--- src/hw/lmcd_defines.svh ---
// constants for the motion command decoder
`ifndef LMCD_DEFINES_SVH
`define LMCD_DEFINES_SVH
`define LMCD_REG_CTRL 4'h0
`define LMCD_REG_STATUS 4'h4
`define LMCD_REG_PARAM 4'h8
`define LMCD_REG_TARGET 4'hC
`define LMCD_CTRL_NAD_LSB 0
`define LMCD_CTRL_SLEEP_BIT 8
`define LMCD_NAD_RST 8'h01
`define LMCD_SLEEP_ALLOW_RST 1'b1
`define LMCD_DUAL_ID_DEF 6'h05
`define LMCD_PARAM_ID_DEF 6'h00
`define LMCD_SLEEP_ID 6'h3C
`define LMCD_SLEEP_CMD 8'h00
`define LMCD_BCAST_NAD 8'h7F
`define LMCD_CMD_POSPARAM 8'h2F
`define LMCD_SECONDARY_POSITION_OFF 11'h400
`define LMCD_CKSUM_GOOD 8'hFF
`define LMCD_LEN_DUAL 4'h7
`define LMCD_LEN_PARAM 4'h8
`define LMCD_LEN_SLEEP 4'h9
`define LMCD_BUF_DEPTH 9
`define LMCD_D_FIRST_NODE_ADDRESS 0
`define LMCD_D_P1L 1
`define LMCD_D_P1H 2
`define LMCD_D_SECOND_NODE_ADDRESS 3
`define LMCD_D_P2L 4
`define LMCD_D_P2H 5
`define LMCD_P_NAD 0
`define LMCD_P_CMD 1
`define LMCD_P_PL 2
`define LMCD_P_PH 3
`define LMCD_P_VEL 4
`define LMCD_P_THR 5
`define LMCD_S_CMD 0
`endif

--- src/hw/lmcd_pkg.sv ---
// types shared by the motion command decoder
`default_nettype none
package lmcd_pkg;
  typedef struct packed {
    logic [3:0] vmax;
    logic [3:0] vmin;
    logic [3:0] stall_thr;
    logic [3:0] accel;
  } lmcd_motion_param_type;
  typedef enum logic {LMCD_ST_IDLE, LMCD_ST_HALT} lmcd_state_type;
  typedef enum logic {LMCD_HS_IDLE, LMCD_HS_WAIT} lmcd_halt_state_type;
endpackage
`default_nettype wire

--- src/hw/lmcd_cksum.sv ---
// running lin checksum with carry fold
`default_nettype none
`include "lmcd_defines.svh"
module lmcd_cksum import lmcd_pkg::*; (
  input wire logic clk,
  input wire logic srst,
  input wire logic start,
  input wire logic [7:0] init,
  input wire logic byte_valid,
  input wire logic [7:0] byte_in,
  output logic ok
);
  logic [7:0] sum_r;
  logic [7:0] sum_nxt;

  function automatic logic [7:0] carry_add(input logic [7:0] a, input logic [7:0] b);
    logic [8:0] s;
    s = {1'b0, a} + {1'b0, b};
    return 8'(s[7:0] + {7'h00, s[8]});
  endfunction

  always_comb begin
    sum_nxt = sum_r;
    if (start) begin
      sum_nxt = init;
    end else if (byte_valid) begin
      sum_nxt = carry_add(sum_r, byte_in);
    end
  end

  always_ff @(posedge clk) begin
    if (srst) begin
      sum_r <= 8'h00;
    end else begin
      sum_r <= sum_nxt;
    end
  end

  // sum over data and checksum byte folds to all ones when intact
  assign ok = (sum_r == `LMCD_CKSUM_GOOD);
endmodule // lmcd_cksum
`default_nettype wire

--- src/hw/lmcd_halt.sv ---
// gentle halt sequencer: decelerate, wait for standstill, hold position
`default_nettype none
`include "lmcd_defines.svh"
module lmcd_halt import lmcd_pkg::*; (
  input wire logic clk,
  input wire logic srst,
  input wire logic start,
  input wire logic motion_active,
  input wire logic [15:0] actual_position,
  output logic halt_active,
  output logic done,
  output logic [15:0] hold_position
);
  lmcd_halt_state_type st_r, st_nxt;
  logic done_r, done_nxt;
  logic [15:0] hold_r, hold_nxt;

  always_comb begin
    st_nxt = st_r;
    done_nxt = 1'b0;
    hold_nxt = hold_r;
    unique case (st_r)
      LMCD_HS_IDLE: begin
        if (start) begin
          st_nxt = LMCD_HS_WAIT;
        end
      end
      LMCD_HS_WAIT: begin
        // stop wherever reached, then freeze that spot as target
        if (!motion_active) begin
          st_nxt = LMCD_HS_IDLE;
          done_nxt = 1'b1;
          hold_nxt = actual_position;
        end
      end
    endcase
  end

  always_ff @(posedge clk) begin
    if (srst) begin
      st_r <= LMCD_HS_IDLE;
      done_r <= 1'b0;
      hold_r <= 16'h0000;
    end else begin
      st_r <= st_nxt;
      done_r <= done_nxt;
      hold_r <= hold_nxt;
    end
  end

  assign halt_active = (st_r == LMCD_HS_WAIT);
  assign done = done_r;
  assign hold_position = hold_r;

  AST_HALT_DONE: assert property (@(posedge clk) disable iff (srst)
    done |-> $past(halt_active) && hold_position == $past(actual_position))
    else $error("halt done without captured standstill position");
endmodule // lmcd_halt
`default_nettype wire

--- src/hw/lmcd_decoder.sv ---
// lin motion command decoder: dual goto, goto with params, go to sleep
// Overview of operation
// - dual frame: first_node_address, first_target_position lo/hi, second_node_address, second_target_position lo/hi
// - broadcast slot skipped, other slot still runs
// - targets are signed 16-bit absolute positions
// - drop dual goto when positioning is ignored
// - param frame: node address then code 0x2F
// - load velocities, stall threshold, acceleration
// - signed 16-bit set-point, low byte first
// - accept broadcast 0x7F or own address
// - sleep: id 0x3C, first byte 0x00
// - trailing sleep bytes are not checked
// - sleep applies regardless of node address
// - moving, secondary enabled: target takes secondary
// - moving, secondary disabled: gentle halt first
// - sleep entered only when sleep allowed
// - sleep not allowed: enter stopped state
// - gentle halt stops, target takes actual
//
// Implementation choices: the placing of the registers and the strobed register port.
`default_nettype none
`include "lmcd_defines.svh"
module lmcd_decoder import lmcd_pkg::*; #(
  parameter logic [5:0] DUAL_ID = `LMCD_DUAL_ID_DEF,
  parameter logic [5:0] PARAM_ID = `LMCD_PARAM_ID_DEF
) (
  input wire logic clk,
  input wire logic srst,
  input wire logic [3:0] reg_addr,
  input wire logic [31:0] reg_wdata,
  input wire logic reg_wr,
  input wire logic reg_rd,
  output logic [31:0] reg_rdata,
  input wire logic lnk_frame_start,
  input wire logic [7:0] lnk_pid,
  input wire logic lnk_byte_valid,
  input wire logic [7:0] lnk_byte,
  input wire logic lnk_frame_end,
  input wire logic positioning_ignored,
  input wire logic motion_active,
  input wire logic [15:0] actual_position,
  input wire logic [10:0] secondary_position,
  output logic [15:0] target_position,
  output logic target_load,
  output lmcd_motion_param_type motion_params,
  output logic params_load,
  output logic gentle_halt,
  output logic sleep_enter,
  output logic stopped_enter
);
  ////////////////////////////////////////////////////////////////////////
  lmcd_state_type st_r, st_nxt;
  logic [7:0] buf_r [`LMCD_BUF_DEPTH];
  logic [7:0] buf_nxt [`LMCD_BUF_DEPTH];
  logic [3:0] cnt_r, cnt_nxt;
  logic [7:0] pid_r, pid_nxt;
  logic rx_r, rx_nxt;
  logic [7:0] nad_r, nad_nxt;
  logic sleep_allow_r, sleep_allow_nxt;
  logic [15:0] tgt_r, tgt_nxt;
  logic tload_r, tload_nxt;
  lmcd_motion_param_type par_r, par_nxt;
  logic pload_r, pload_nxt;
  logic sleep_r, sleep_nxt;
  logic stop_r, stop_nxt;
  logic sent_r, sent_nxt;
  logic stent_r, stent_nxt;
  logic [31:0] rdata_r, rdata_nxt;
  logic ck_ok;
  logic halt_start;
  logic halt_done;
  logic [15:0] halt_pos;
  logic [5:0] fid;
  logic dual_go, param_go, sleep_go;
  logic slot1_hit, slot2_hit;
  logic [15:0] first_target_position, second_target_position, ppos;

  function automatic logic [15:0] sext11(input logic [10:0] v);
    return {{5{v[10]}}, v};
  endfunction

  ////////////////////////////////////////////////////////////////////////
  // sleep frames use the classic sum, all others include the pid byte
  lmcd_cksum u_cksum (
    .clk(clk),
    .srst(srst),
    .start(lnk_frame_start),
    .init((lnk_pid[5:0] == `LMCD_SLEEP_ID) ? 8'h00 : lnk_pid),
    .byte_valid(lnk_byte_valid && rx_r),
    .byte_in(lnk_byte),
    .ok(ck_ok)
  );

  lmcd_halt u_halt (
    .clk(clk),
    .srst(srst),
    .start(halt_start),
    .motion_active(motion_active),
    .actual_position(actual_position),
    .halt_active(gentle_halt),
    .done(halt_done),
    .hold_position(halt_pos)
  );

  ////////////////////////////////////////////////////////////////////////
  // frame decode, valid only in the frame end cycle
  assign fid = pid_r[5:0];
  assign first_target_position = {buf_r[`LMCD_D_P1H], buf_r[`LMCD_D_P1L]};
  assign second_target_position = {buf_r[`LMCD_D_P2H], buf_r[`LMCD_D_P2L]};
  assign ppos = {buf_r[`LMCD_P_PH], buf_r[`LMCD_P_PL]};
  assign slot1_hit = buf_r[`LMCD_D_FIRST_NODE_ADDRESS] != `LMCD_BCAST_NAD
    && buf_r[`LMCD_D_FIRST_NODE_ADDRESS] == nad_r;
  assign slot2_hit = buf_r[`LMCD_D_SECOND_NODE_ADDRESS] != `LMCD_BCAST_NAD
    && buf_r[`LMCD_D_SECOND_NODE_ADDRESS] == nad_r;
  assign dual_go = lnk_frame_end && rx_r && ck_ok && fid == DUAL_ID
    && cnt_r == `LMCD_LEN_DUAL && !positioning_ignored;
  // filler byte is not checked, a damaged one fails the sum anyway
  assign param_go = lnk_frame_end && rx_r && ck_ok && fid == PARAM_ID
    && cnt_r == `LMCD_LEN_PARAM && buf_r[`LMCD_P_CMD] == `LMCD_CMD_POSPARAM
    && (buf_r[`LMCD_P_NAD] == `LMCD_BCAST_NAD
    || buf_r[`LMCD_P_NAD] == nad_r);
  // no address compare and no check of the trailing bytes
  assign sleep_go = lnk_frame_end && rx_r && ck_ok && fid == `LMCD_SLEEP_ID
    && cnt_r == `LMCD_LEN_SLEEP
    && buf_r[`LMCD_S_CMD] == `LMCD_SLEEP_CMD;
  assign halt_start = sleep_go && st_r == LMCD_ST_IDLE && motion_active
    && secondary_position == `LMCD_SECONDARY_POSITION_OFF;

  ////////////////////////////////////////////////////////////////////////
  always_comb begin
    st_nxt = st_r;
    buf_nxt = buf_r;
    cnt_nxt = cnt_r;
    pid_nxt = pid_r;
    rx_nxt = rx_r;
    tgt_nxt = tgt_r;
    tload_nxt = 1'b0;
    par_nxt = par_r;
    pload_nxt = 1'b0;
    sleep_nxt = sleep_r;
    stop_nxt = stop_r;
    sent_nxt = 1'b0;
    stent_nxt = 1'b0;
    if (lnk_frame_start) begin
      rx_nxt = 1'b1;
      cnt_nxt = 4'h0;
      pid_nxt = lnk_pid;
    end else if (lnk_frame_end) begin
      rx_nxt = 1'b0;
    end else if (lnk_byte_valid && rx_r && cnt_r < `LMCD_LEN_SLEEP) begin
      buf_nxt[cnt_r] = lnk_byte;
      cnt_nxt = cnt_r + 4'h1;
    end
    if (dual_go && slot1_hit) begin
      tgt_nxt = first_target_position;
      tload_nxt = 1'b1;
    end else if (dual_go && slot2_hit) begin
      tgt_nxt = second_target_position;
      tload_nxt = 1'b1;
    end
    if (param_go) begin
      tgt_nxt = ppos;
      tload_nxt = 1'b1;
      par_nxt.vmax = buf_r[`LMCD_P_VEL][7:4];
      par_nxt.vmin = buf_r[`LMCD_P_VEL][3:0];
      par_nxt.stall_thr = buf_r[`LMCD_P_THR][7:4];
      par_nxt.accel = buf_r[`LMCD_P_THR][3:0];
      pload_nxt = 1'b1;
    end
    if (tload_nxt) begin
      sleep_nxt = 1'b0;
      stop_nxt = 1'b0;
    end
    unique case (st_r)
      LMCD_ST_IDLE: begin
        if (sleep_go) begin
          if (motion_active && secondary_position != `LMCD_SECONDARY_POSITION_OFF) begin
            tgt_nxt = sext11(secondary_position);
            tload_nxt = 1'b1;
          end
          if (halt_start) begin
            st_nxt = LMCD_ST_HALT;
          end else if (sleep_allow_r) begin
            sleep_nxt = 1'b1;
            sent_nxt = 1'b1;
          end else begin
            stop_nxt = 1'b1;
            stent_nxt = 1'b1;
          end
        end
      end
      LMCD_ST_HALT: begin
        // positioning during the halt is overridden by the hold point
        if (halt_done) begin
          st_nxt = LMCD_ST_IDLE;
          tgt_nxt = halt_pos;
          tload_nxt = 1'b1;
          sleep_nxt = sleep_allow_r;
          sent_nxt = sleep_allow_r;
          stop_nxt = !sleep_allow_r;
          stent_nxt = !sleep_allow_r;
        end
      end
    endcase
  end

  ////////////////////////////////////////////////////////////////////////
  always_comb begin
    nad_nxt = nad_r;
    sleep_allow_nxt = sleep_allow_r;
    rdata_nxt = 32'h0000_0000;
    if (reg_wr && reg_addr == `LMCD_REG_CTRL) begin
      nad_nxt = reg_wdata[`LMCD_CTRL_NAD_LSB +: 8];
      sleep_allow_nxt = reg_wdata[`LMCD_CTRL_SLEEP_BIT];
    end
    if (reg_rd) begin
      unique case (reg_addr)
        `LMCD_REG_CTRL: rdata_nxt = {23'h000000, sleep_allow_r, nad_r};
        `LMCD_REG_STATUS: rdata_nxt = {28'h0000000, gentle_halt, stop_r, sleep_r,
          motion_active};
        `LMCD_REG_PARAM: rdata_nxt = {16'h0000, par_r};
        `LMCD_REG_TARGET: rdata_nxt = {16'h0000, tgt_r};
        default: rdata_nxt = 32'h0000_0000;
      endcase
    end
  end

  ////////////////////////////////////////////////////////////////////////
  always_ff @(posedge clk) begin
    if (srst) begin
      st_r <= LMCD_ST_IDLE;
      for (int i = 0; i < `LMCD_BUF_DEPTH; i++) begin
        buf_r[i] <= 8'h00;
      end
      cnt_r <= 4'h0;
      pid_r <= 8'h00;
      rx_r <= 1'b0;
      nad_r <= `LMCD_NAD_RST;
      sleep_allow_r <= `LMCD_SLEEP_ALLOW_RST;
      tgt_r <= 16'h0000;
      tload_r <= 1'b0;
      par_r <= '0;
      pload_r <= 1'b0;
      sleep_r <= 1'b0;
      stop_r <= 1'b0;
      sent_r <= 1'b0;
      stent_r <= 1'b0;
      rdata_r <= 32'h0000_0000;
    end else begin
      st_r <= st_nxt;
      buf_r <= buf_nxt;
      cnt_r <= cnt_nxt;
      pid_r <= pid_nxt;
      rx_r <= rx_nxt;
      nad_r <= nad_nxt;
      sleep_allow_r <= sleep_allow_nxt;
      tgt_r <= tgt_nxt;
      tload_r <= tload_nxt;
      par_r <= par_nxt;
      pload_r <= pload_nxt;
      sleep_r <= sleep_nxt;
      stop_r <= stop_nxt;
      sent_r <= sent_nxt;
      stent_r <= stent_nxt;
      rdata_r <= rdata_nxt;
    end
  end

  assign reg_rdata = rdata_r;
  assign target_position = tgt_r;
  assign target_load = tload_r;
  assign motion_params = par_r;
  assign params_load = pload_r;
  assign sleep_enter = sent_r;
  assign stopped_enter = stent_r;

  ////////////////////////////////////////////////////////////////////////
  AST_DUAL_SLOT2: assert property (@(posedge clk) disable iff (srst)
    dual_go && !slot1_hit && slot2_hit && !param_go && !sleep_go
    |=> target_load && target_position == $past(second_target_position))
    else $error("second slot target not applied");
  AST_DUAL_IGNORED: assert property (@(posedge clk) disable iff (srst)
    lnk_frame_end && positioning_ignored && fid == DUAL_ID && st_r == LMCD_ST_IDLE
    && !sleep_go |=> !target_load)
    else $error("dual goto acted while positioning ignored");
  AST_DUAL_FOREIGN: assert property (@(posedge clk) disable iff (srst)
    lnk_frame_end && fid == DUAL_ID && !slot1_hit && !slot2_hit
    && st_r == LMCD_ST_IDLE |=> !target_load && $stable(target_position))
    else $error("foreign dual frame changed target");
  AST_PARAM_FIELDS: assert property (@(posedge clk) disable iff (srst)
    param_go |=> params_load && motion_params.vmax == $past(buf_r[`LMCD_P_VEL][7:4])
    && motion_params.accel == $past(buf_r[`LMCD_P_THR][3:0]))
    else $error("motion parameters not loaded from frame");
  AST_PARAM_ADDR: assert property (@(posedge clk) disable iff (srst)
    params_load |-> $past(buf_r[`LMCD_P_NAD]) == `LMCD_BCAST_NAD
    || $past(buf_r[`LMCD_P_NAD]) == $past(nad_r))
    else $error("param frame for another node accepted");
  AST_BAD_SUM: assert property (@(posedge clk) disable iff (srst)
    lnk_frame_end && !ck_ok && st_r == LMCD_ST_IDLE
    |=> !target_load && !params_load && !sleep_enter && !stopped_enter)
    else $error("frame with bad checksum acted upon");
  AST_SLEEP_SECONDARY_POSITION: assert property (@(posedge clk) disable iff (srst)
    sleep_go && st_r == LMCD_ST_IDLE && motion_active
    && secondary_position != `LMCD_SECONDARY_POSITION_OFF
    |=> target_load && target_position == sext11($past(secondary_position)))
    else $error("secondary position not copied on sleep");
  AST_SLEEP_HALT: assert property (@(posedge clk) disable iff (srst)
    halt_start |=> gentle_halt && !sleep_enter && !stopped_enter)
    else $error("gentle halt not started before sleep");
  AST_SLEEP_ALLOWED: assert property (@(posedge clk) disable iff (srst)
    sleep_enter |-> $past(sleep_allow_r) && sleep_r)
    else $error("sleep entered while not allowed");
  AST_STOPPED: assert property (@(posedge clk) disable iff (srst)
    sleep_go && st_r == LMCD_ST_IDLE && !halt_start && !sleep_allow_r
    |=> stopped_enter && !sleep_enter)
    else $error("stopped state not entered");
endmodule // lmcd_decoder
`default_nettype wire

--- config.mk ---
export PLATFORM = sky130hd
export DESIGN_NAME = lmcd_decoder
export DESIGN_NICKNAME = d
export VERILOG_FILES = /design/src/hw/lmcd_pkg.sv /design/src/hw/lmcd_cksum.sv /design/src/hw/lmcd_halt.sv /design/src/hw/lmcd_decoder.sv
export VERILOG_INCLUDE_DIRS = /design/src /design/src/hw
export SDC_FILE = /design/constraint.sdc
export NUM_CORES = 1
export LEC_CHECK = 0
export CAP_MARGIN = 20
export CORE_MARGIN = 2
export CORE_UTILIZATION = 55
export DETAILED_ROUTE_END_ITERATION = 7
export DONT_BUFFER_PORTS = 1
export GPL_ROUTABILITY_DRIVEN = 1
export PLACE_DENSITY = 0.76
export SYNTH_ARGS = -nofsm -noshare
export SYNTH_HDL_FRONTEND = slang
export SYNTH_HIERARCHICAL = 1
export SYNTH_SLANG_ARGS = --single-unit
--- constraint.sdc ---
create_clock -name clk -period 7.9 [get_ports clk]
set_input_delay 0.79 -clock clk [delete_from_list [all_inputs] [get_ports clk]]
set_output_delay 0.79 -clock clk [all_outputs]
set_load 0.01 [all_outputs]
---- After elaboration in Yosys (flattened, before gate mapping) ----
Index checks and enable logic that the tools add are counted.
storage, ports and cells
  register bits after elaboration ......... 189
  logic and storage cells ................. 153
  output and inout bits ................... 69
  input port bits ......................... 88
operators by class
  $lt $le $gt $ge ......................... 3
  bitwise operators ....................... 7
  eq/ne operators ......................... 18
  muxes and demuxes ....................... 53
  reduce and logical (&&, ||, !) cells .... 38
  $add $sub $neg .......................... 3
operators with widths
  cell                                                                     number
  16-bit 2-to-1 mux                                                        6
  72-bit bitwise mux                                                       1
  16-bit case mux with 4 select lines                                      1
  8-bit demux with 4-bit select                                            1
  1-bit 2-to-1 mux                                                         32
  8-bit 2-to-1 mux                                                         4
  16-bit case mux with 2 select lines                                      1
  1-bit logical AND                                                        24
  4-bit == test, second input constant                                     4
  8-bit == test                                                            2
  8-bit by 7-bit inequality test with 1-bit output, second input constant  2
  1-bit case mux with 2 select lines                                       7
  6-bit == test, second input constant                                     2
  11-bit == test, second input constant                                    1
  11-bit inequality test, second input constant                            1
  8-bit by 8-bit adder with 9-bit output                                   1
  8-bit by 1-bit adder with 8-bit output                                   1
  4-bit by 3-bit == test with 1-bit output, second input constant          2
  8-bit by 6-bit == test with 1-bit output, second input constant          1
  8-bit by 7-bit == test with 1-bit output, second input constant          1
  8-bit == test, second input constant                                     1
  8-bit zero test                                                          1
  6-bit by 3-bit == test with 1-bit output, second input constant          1
  6-bit zero test                                                          1
  13 further kinds                                                         23

---- Depth between registers and ports, before layout ----
Gate-level depths: netlist (run 1).
  depth after elaboration ................. 14
  depth in mapped cells ................... 13
  depth with buffers taken out ............ 13

---- Modules after synthesis ----
Netlist (run 1), hierarchy kept.
by module, submodules not included
  module        area each (sq um)  instances  cells an instance  seq. area each (sq um)
  lmcd_decoder  5,698.0            1          658                2,462.4
  lmcd_cksum    968.4              1          114                160.2
  lmcd_halt     825.8              1          76                 360.3

---- Worst setup path after synthesis (run 1) ----
No wires, ideal clock.
  path type ............................... input to register
  from .................................... in lnk_byte[0]
  to ...................................... reg u_cksum.sum_r[4]
  library setup time ...................... 66 ps
  data arrival time ....................... 3,075 ps
  buffers on the path ..................... 0
  slack ................................... 4,759 ps
  stages .................................. 12
  required time ........................... 7,834 ps
  cells stage by stage .................... ha_1 -> fa_1 -> a211oi_4 -> o21ai_1 -> a21oi_1 -> o21bai_1 -> ha_1 -> o2111ai_2 -> nor2_2 -> xnor2_1 -> a211o_1 -> a21oi_2
between the ends
  word-level cells in the longest chain between the ends .. 4
ends and longest elaborated chain
  element                                 line                text
  start: declaration                      lmcd_decoder.sv:37  input wire logic [7:0] lnk_byte,
  8-bit by 8-bit adder with 9-bit output  lmcd_cksum.sv:18    s = {1'b0, a} + {1'b0, b};
  8-bit by 1-bit adder with 8-bit output  lmcd_cksum.sv:19    return 8'(s[7:0] + {7'h00, s[8]});
  8-bit 2-to-1 mux                        lmcd_cksum.sv:26    end else if (byte_valid) begin
  8-bit 2-to-1 mux                        lmcd_cksum.sv:24    if (start) begin
  end signal: assignment                  lmcd_cksum.sv:35    sum_r <= sum_nxt;
  end: declaration                        lmcd_cksum.sv:13    logic [7:0] sum_r;
Every way passes these cells. The select of a mux whose other input is x is not followed.
A chain may end at the register's enable or synchronous reset.

---- Worst setup path in the final report (run 1) ----
  from .................................... reg cnt_r[0]
  to ...................................... reg tgt_r[10] (netlist: target_position[10])
between the ends
  word-level cells in the longest chain between the ends .. 10
  elaborated cells on any way between the ends .. 19
  those cells by class .................... eq/ne (3); mux (7); reduce/logical (9)
ends and longest elaborated chain
  element                                             line                 text
  start: declaration                                  lmcd_decoder.sv:55   logic [3:0] cnt_r, cnt_nxt;
  start signal: assignment                            lmcd_decoder.sv:252  cnt_r <= cnt_nxt;
  4-bit by 3-bit == test with 1-bit output (no line)  --
  1-bit logical AND (no line)                         --
  1-bit logical AND                                   lmcd_decoder.sv:115  assign dual_go = lnk_frame_end && rx_r && ck_ok && fid == DUAL_ID
  1-bit logical AND                                   lmcd_decoder.sv:157  end else if (dual_go && slot2_hit) begin
  16-bit 2-to-1 mux                                   lmcd_decoder.sv:157
  16-bit 2-to-1 mux                                   lmcd_decoder.sv:154  if (dual_go && slot1_hit) begin
  16-bit 2-to-1 mux                                   lmcd_decoder.sv:161  if (param_go) begin
  16-bit 2-to-1 mux                                   lmcd_decoder.sv:177  if (motion_active && secondary_position != `LMCD_SECONDARY_POSITION_OFF) begin
  16-bit 2-to-1 mux                                   lmcd_decoder.sv:176  if (sleep_go) begin
  16-bit case mux with 2 select lines (*)             lmcd_decoder.sv:174  unique case (st_r)
  end signal: assignment                              lmcd_decoder.sv:257  tgt_r <= tgt_nxt;
  end: declaration                                    lmcd_decoder.sv:60   logic [15:0] tgt_r, tgt_nxt;
Every way passes the cells marked *; elsewhere a longest branch is shown, timed or not.

==> results of run 1 <==
==> sequential cells by signal, indices dropped and copies added (netlist names), 4 cells and up <==
| name | count |
|---|---|
| target_position | 16 |
| cnt_r | 4 |
| u_halt/hold_position | 16 |
| motion_params | 16 |
| buf_r | 48 |
| nad_r | 8 |
| reg_rdata | 16 |
| pid_r | 6 |
| u_cksum/sum_r | 8 |
==> metrics by stage <==
step | setup slack (ps) | instance area, µm²
6_report | 4458 | 7950
5_1_grt | 4218 | 7950
4_1_cts | 4509 | 7943
3_5_place_dp | 4508 | 7367
3_3_place_gp | 4548 | 7367
2_1_floorplan | 4759 | 7548
==> worst max-delay path by stage <==
stage                     start                   to  slack [ps]
floorplan           lnk_byte[0]     u_cksum/sum_r[4]        4760
global placement    lnk_byte[0]     u_cksum/sum_r[4]        4550
detailed placement  lnk_byte[0]     u_cksum/sum_r[4]        4510
CTS                    cnt_r[0]  target_position[10]        4510
global route           cnt_r[1]  target_position[10]        4220
finish                 cnt_r[0]  target_position[10]        4460
==> cells by family after synthesis <==
family	share of synthesized area
fa+ha+maj	0.02605
flops	0.3981
xor+xnor	0.03440
buf+inv	0.06313
simple gates	0.2291
compound gates	0.1739
mux	0.07482
other cells	0.0005005
==> routing by layer <==
layer / global-route usage / part of all wire / vias up
met5: 0 / 0 / -
met4: 0.1432 / 0.037 / 0
met3: 0.06604 / 0.095 / 60
met2: 0.4474 / 0.47 / 356
met1: 0.3499 / 0.40 / 2996
li1: - / - / 2950
==> layout by cell type, fill, tap and decap left out, types with 4 or more instances in the layout <==
cell,synthesis,routed
xor2_1,18,18
nor4_1,8,8
o21ai_0,12,12
a221oi_1,10,10
nand3_1,52,52
nor3b_1,10,10
o22ai_1,21,21
nor2b_1,16,16
nand4bb_1,16,16
xnor2_1,7,7
o21ai_1,16,16
nor2_1,69,69
inv_1,13,13
a31oi_1,6,6
conb_1,1,16
nand4_1,9,9
clkbuf_16,0,17
a21oi_1,75,75
buf_4,19,4
nor3_1,11,11
dfxtp_1,149,149
nand2b_1,19,19
mux2i_1,47,47
and2_1,4,4
o21ai_2,11,11
nand2_1,79,79
a22oi_1,10,10
a21boi_0,7,6
a211oi_1,7,7
ha_1,14,14
mux4_2,4,4
==> power groups by stage <==
| stage | clock network, µW | logic (µW) | registers [µW] |
|---|---|---|---|
| floorplan | 0 | 101 | 779 |
| global placement | 0 | 89.9 | 781 |
| detailed placement | 0 | 93.0 | 782 |
| CTS | 798 | 94.2 | 765 |
| global route | 824 | 105 | 766 |
| finish | 791 | 95.6 | 765 |
==> cell type report <==
class,instances,share of cell area
multi-input cells,627,0.5148
repair buffers,4,0.003777
flip-flops and latches,149,0.3752
clock inverters,11,0.01574
clock buffers,21,0.05666
inverters,13,0.006138
well taps,176,0.02770
==> worst max-delay path: stages, from the launching register on <==
cell and delay (ps):
dfxtp_1 350, inv_1 100, ha_1 450, nor4bb_1 340
nand4b_1 710, or2_1 730, buf_4 320, o21ai_0 190
o22ai_1 100
==> metrics.txt, run 1 <==
status=finished, final reports clean; Post-synth ARST share=0; crit-path max FO=20; Setup Skew=between 10 and 15 ps; crit path time final=roughly 3400 ps; P_int=roughly 1300 µW; TritonRoute pass-1 iters=6; Worst-path clk slew=60 ps; distinct cell type count after synthesis=between 70 and 80; worst hold path class=in -> reg; Yosys top cell by area=dfxtp_1; Initial Utilization=0.5635; sequential share of the synthesized area=0.3981; wire per inst=around 20 µm; Synth top area share=0.3981; Num CTS Buffers=17; worst hold path endpoint=motion_params[11]; CP startpoint kind=flip-flop; Yosys reg bits=around 150; area grow syn2layout=6.112%; Detailed Route Iter0 Violations=699; sw frac=0.2278; final hold violations=0; Mapped Cells=around 850; grt total ovfl=0; worst-margin pin slew=roughly 850 ps; GP Congestion=~0.95; core area=~13000 µm²; post-CTS sizing=0; most area-consuming cells after synthesis=dfxtp_1, mux2i_1, a21oi_1; Arr. time, crit path=about 3800 ps; vias in the first global route=roughly 6k; Fillers=~1.2k; Hold WS=431.8 ps; I/O Pins=around 160; most frequent cell after synthesis=dfxtp_1; Setup-failing EPs final=0; # DRC=0; P_leak=approximately 0.0029 µW; DRT Wirelength=20330 µm; post-layout util=0.5980; Die Ht=about 120 µm; peak supply drop=~0.15 mV; FF-to-FF End=target_position[10]; die area=approximately 15000 µm²; # diodes=0; DRT antenna net count=0; largest net degree at the start of global routing=151; Hold Crit Depth=1; Clock Latency Late Sink=approximately 430 ps; Worst EP required=slightly above 8000 ps; Total Nets Final=~900; Syn Area/Cell=8.835 µm²; row cnt=between 40 and 50; Setup Fix Bufs, Post-CTS=0; Overall Global Routing Usage=0.2791; placed cells=between 900 and 1k; Synth Flop Type=dfxtp_1; worst r2r path cells=8; worst min-delay path startpoint=srst; non-filler cells, final=between 1k and 1.5k; fmax=a little under 0.3 GHz; CTS Hold Bufs=0; Seq pwr share=0.463; Post-Synthesis Cell Area=roughly 7500 µm²; fin crit share=0.4357; Setup CP Type=reg -> reg; Yosys warnings=6; clock power share=0.479; initial antenna violation count=0; Reg-to-Reg Start=cnt_r[0]; layout cells sized above 1=0.08242; Maximum Capacitance Violations=0; CTS tree=yes; HPWL after DPL=14320 µm; RSZ-0062 raised after global routing=no; global-route wire length before repair=roughly 32000 µm; CTS H-Tree Depth=4; Setup crit end kind=flip-flop; Power Total=roughly 1700 µW; multi-input logic area=between 4000 and 5000 µm²; NetSw=around 380 µW; Fin Setup TNS=0 ps; clock sink total=approximately 150; reg-to-reg slack, setup=roughly 4500 ps; Reg area=approximately 3000 µm²; Longest Clk Path Bufs=2; top cells by count, synth=dfxtp_1, nand2_1, a21oi_1; EDFF count, synth=0; chip width=120.7 µm; share of total power in combinational logic=0.058; power density over the cells=roughly 210 nW/µm²; drt via density=6.356; DR vias=between 6k and 7k; Final Slew Violations=0; Max transition margin=0.4279; clock root buffer=clkbuf_16; Port Buffer Count=0
(Power assumes the default switching activity.)
==> run 2, diff against run 1 <==
- PLACE_DENSITY: 0.76 -> 0.79
- clock period: 7.9 -> 2.8 ns (I/O delays scaled with it)
==> run 2 against run 1 <==
- fmax is 31% higher
- cell area grew 4.4%
- power rose to 3.0 times the previous value
- non-clock buffer count is 29 higher
- global-route usage grew 0.26 points
- via count down 0.60%
- sequential share of layout area fell by 1.6 points
- routed wire length about the same
- flip-flop and latch count unchanged
- worst setup slack got worse by 4300 ps
- hold slack got worse by 430 ps
- die area stayed put
- largest power group unchanged
- highest routed layer unchanged
==> metrics.txt, run 2 (same netlist as run 1, synthesis figures left out) <==
status=finished, final reports clean; final hold violations=0; RSZ-0062 raised after global routing=no; P_leak=0.003064 µW; CP startpoint kind=flip-flop; # diodes=0; fmax=~0.38 GHz; grt total ovfl=0; core area=around 13000 µm²; crit-path max FO=18; fin crit share=0.9363; Maximum Capacitance Violations=0; peak supply drop=~0.45 mV; Port Buffer Count=0; Final Slew Violations=0; Num CTS Buffers=17; GP Congestion=~0.9; TritonRoute pass-1 iters=5; Clock Latency Late Sink=roughly 430 ps; Total Nets Final=between 900 and 1k; Detailed Route Iter0 Violations=approximately 670; Largest Register=buf_r; clock root buffer=clkbuf_16; placed inst area=approximately 7500 µm²; Setup-failing EPs final=0; commonest cells after routing, fill and taps aside=dfxtp_1, nand2_1, a21oi_1; worst-margin pin slew=around 760 ps; Die Ht=roughly 120 µm; Max transition margin=0.4947; Arr. time, crit path=roughly 2900 ps; DRT Wirelength=20330 µm; max FFs per register=48; initial antenna violation count=0; Overall Global Routing Usage=0.2817; Setup Skew=~7.6 ps; drt via density=6.140; area grow syn2layout=10.79%; chip width=120.7 µm; largest net degree at the start of global routing=113; leading cell type in the layout, fill and taps excluded=dfxtp_1; global-route wire length before repair=roughly 32000 µm; clock sink total=about 150; worst r2r path cells=6; crit path time final=~2600 ps; die area=between 10000 and 15000 µm²; HPWL after DPL=14110 µm; Hold Crit Depth=2; Worst-path clk slew=60 ps; Setup CP Type=reg -> reg; final instance area=a little over 8000 µm²; row cnt=42; Worst EP required=roughly 3100 ps; DRT antenna net count=0; vias in the first global route=5889; wire per inst=19.74 µm; Setup Fix Bufs, Post-CTS=0; worst hold path class=in -> reg; Initial Utilization=0.5635; Setup crit end kind=flip-flop; power density over the cells=roughly 600 nW/µm²; CTS tree=yes; CTS H-Tree Depth=4; Hold WS=between 3 and 4 ps; layout cells sized above 1=0.1019; Longest Clk Path Bufs=2; I/O Pins=roughly 160; # DRC=0; Fin Setup TNS=0 ps; DR vias=between 6k and 7k
-- run 2: per-stage QoR --
stage	power [µW]	utilization	setup slack [ps]	instances
3_3_place_gp	2466	0.5635	142.3	983
4_1_cts	4902	0.6231	27.66	1030
6_report	4912	0.6243	178.5	1030
2_1_floorplan	2482	-	153.8	863
3_5_place_dp	2471	0.5635	62.91	983
5_1_grt	5038	0.6243	19.55	1030
-- run 2: final timing paths --
kind                                               start                  endpoint  slack [ps]
worst min register to register  u_halt/hold_position[13]  u_halt/hold_position[13]         470
worst max-delay path                           buf_r[69]       target_position[15]         180
worst max register to register                 buf_r[69]       target_position[15]         180
worst min-delay path                        reg_wdata[4]                  nad_r[4]           3
-- run 2: repair_timing --
| item | 4_1_cts | 5_1_grt |
|---|---|---|
| hold buffers | 15 | 0 |
| endpoints found under the hold margin | 113 | 0 |
| setup endpoints to repair | 0 | 4 |
| resized for setup | 0 | 6 |
-- run 2: power by group --
part	switching [µW]	internal, µW
sequential	20.1	2140
clock	900	1520
combinational	184	147
-- run 2: worst max-delay path, stage by stage (launching register included) --
cell and delay (ps):
dfxtp_1 450, nand4_1 120, or4b_1 570, a21boi_4 240, or2_1 560, o21ai_0 430, o22ai_1 120
-- run 2: per-layer routing --
layer / up-vias / global-route usage / part of all wire
met1: 2952 / 0.3773 / 0.43
met3: 48 / 0.08208 / 0.10
met2: 308 / 0.4209 / 0.44
li1: 3016 / - / -
met4: 0 / 0.1243 / 0.036
met5: - / 0 / 0
-- run 2: area by class of cell --
cell class	instances	area (µm²)
fill	1112	4995
multi-input combinational	627	4109
sequential	149	2983
clock buffer	22	454.2
timing repair buffer	33	315.3
tap	176	220.2
clock inverter	10	170.2
inverter	13	48.80
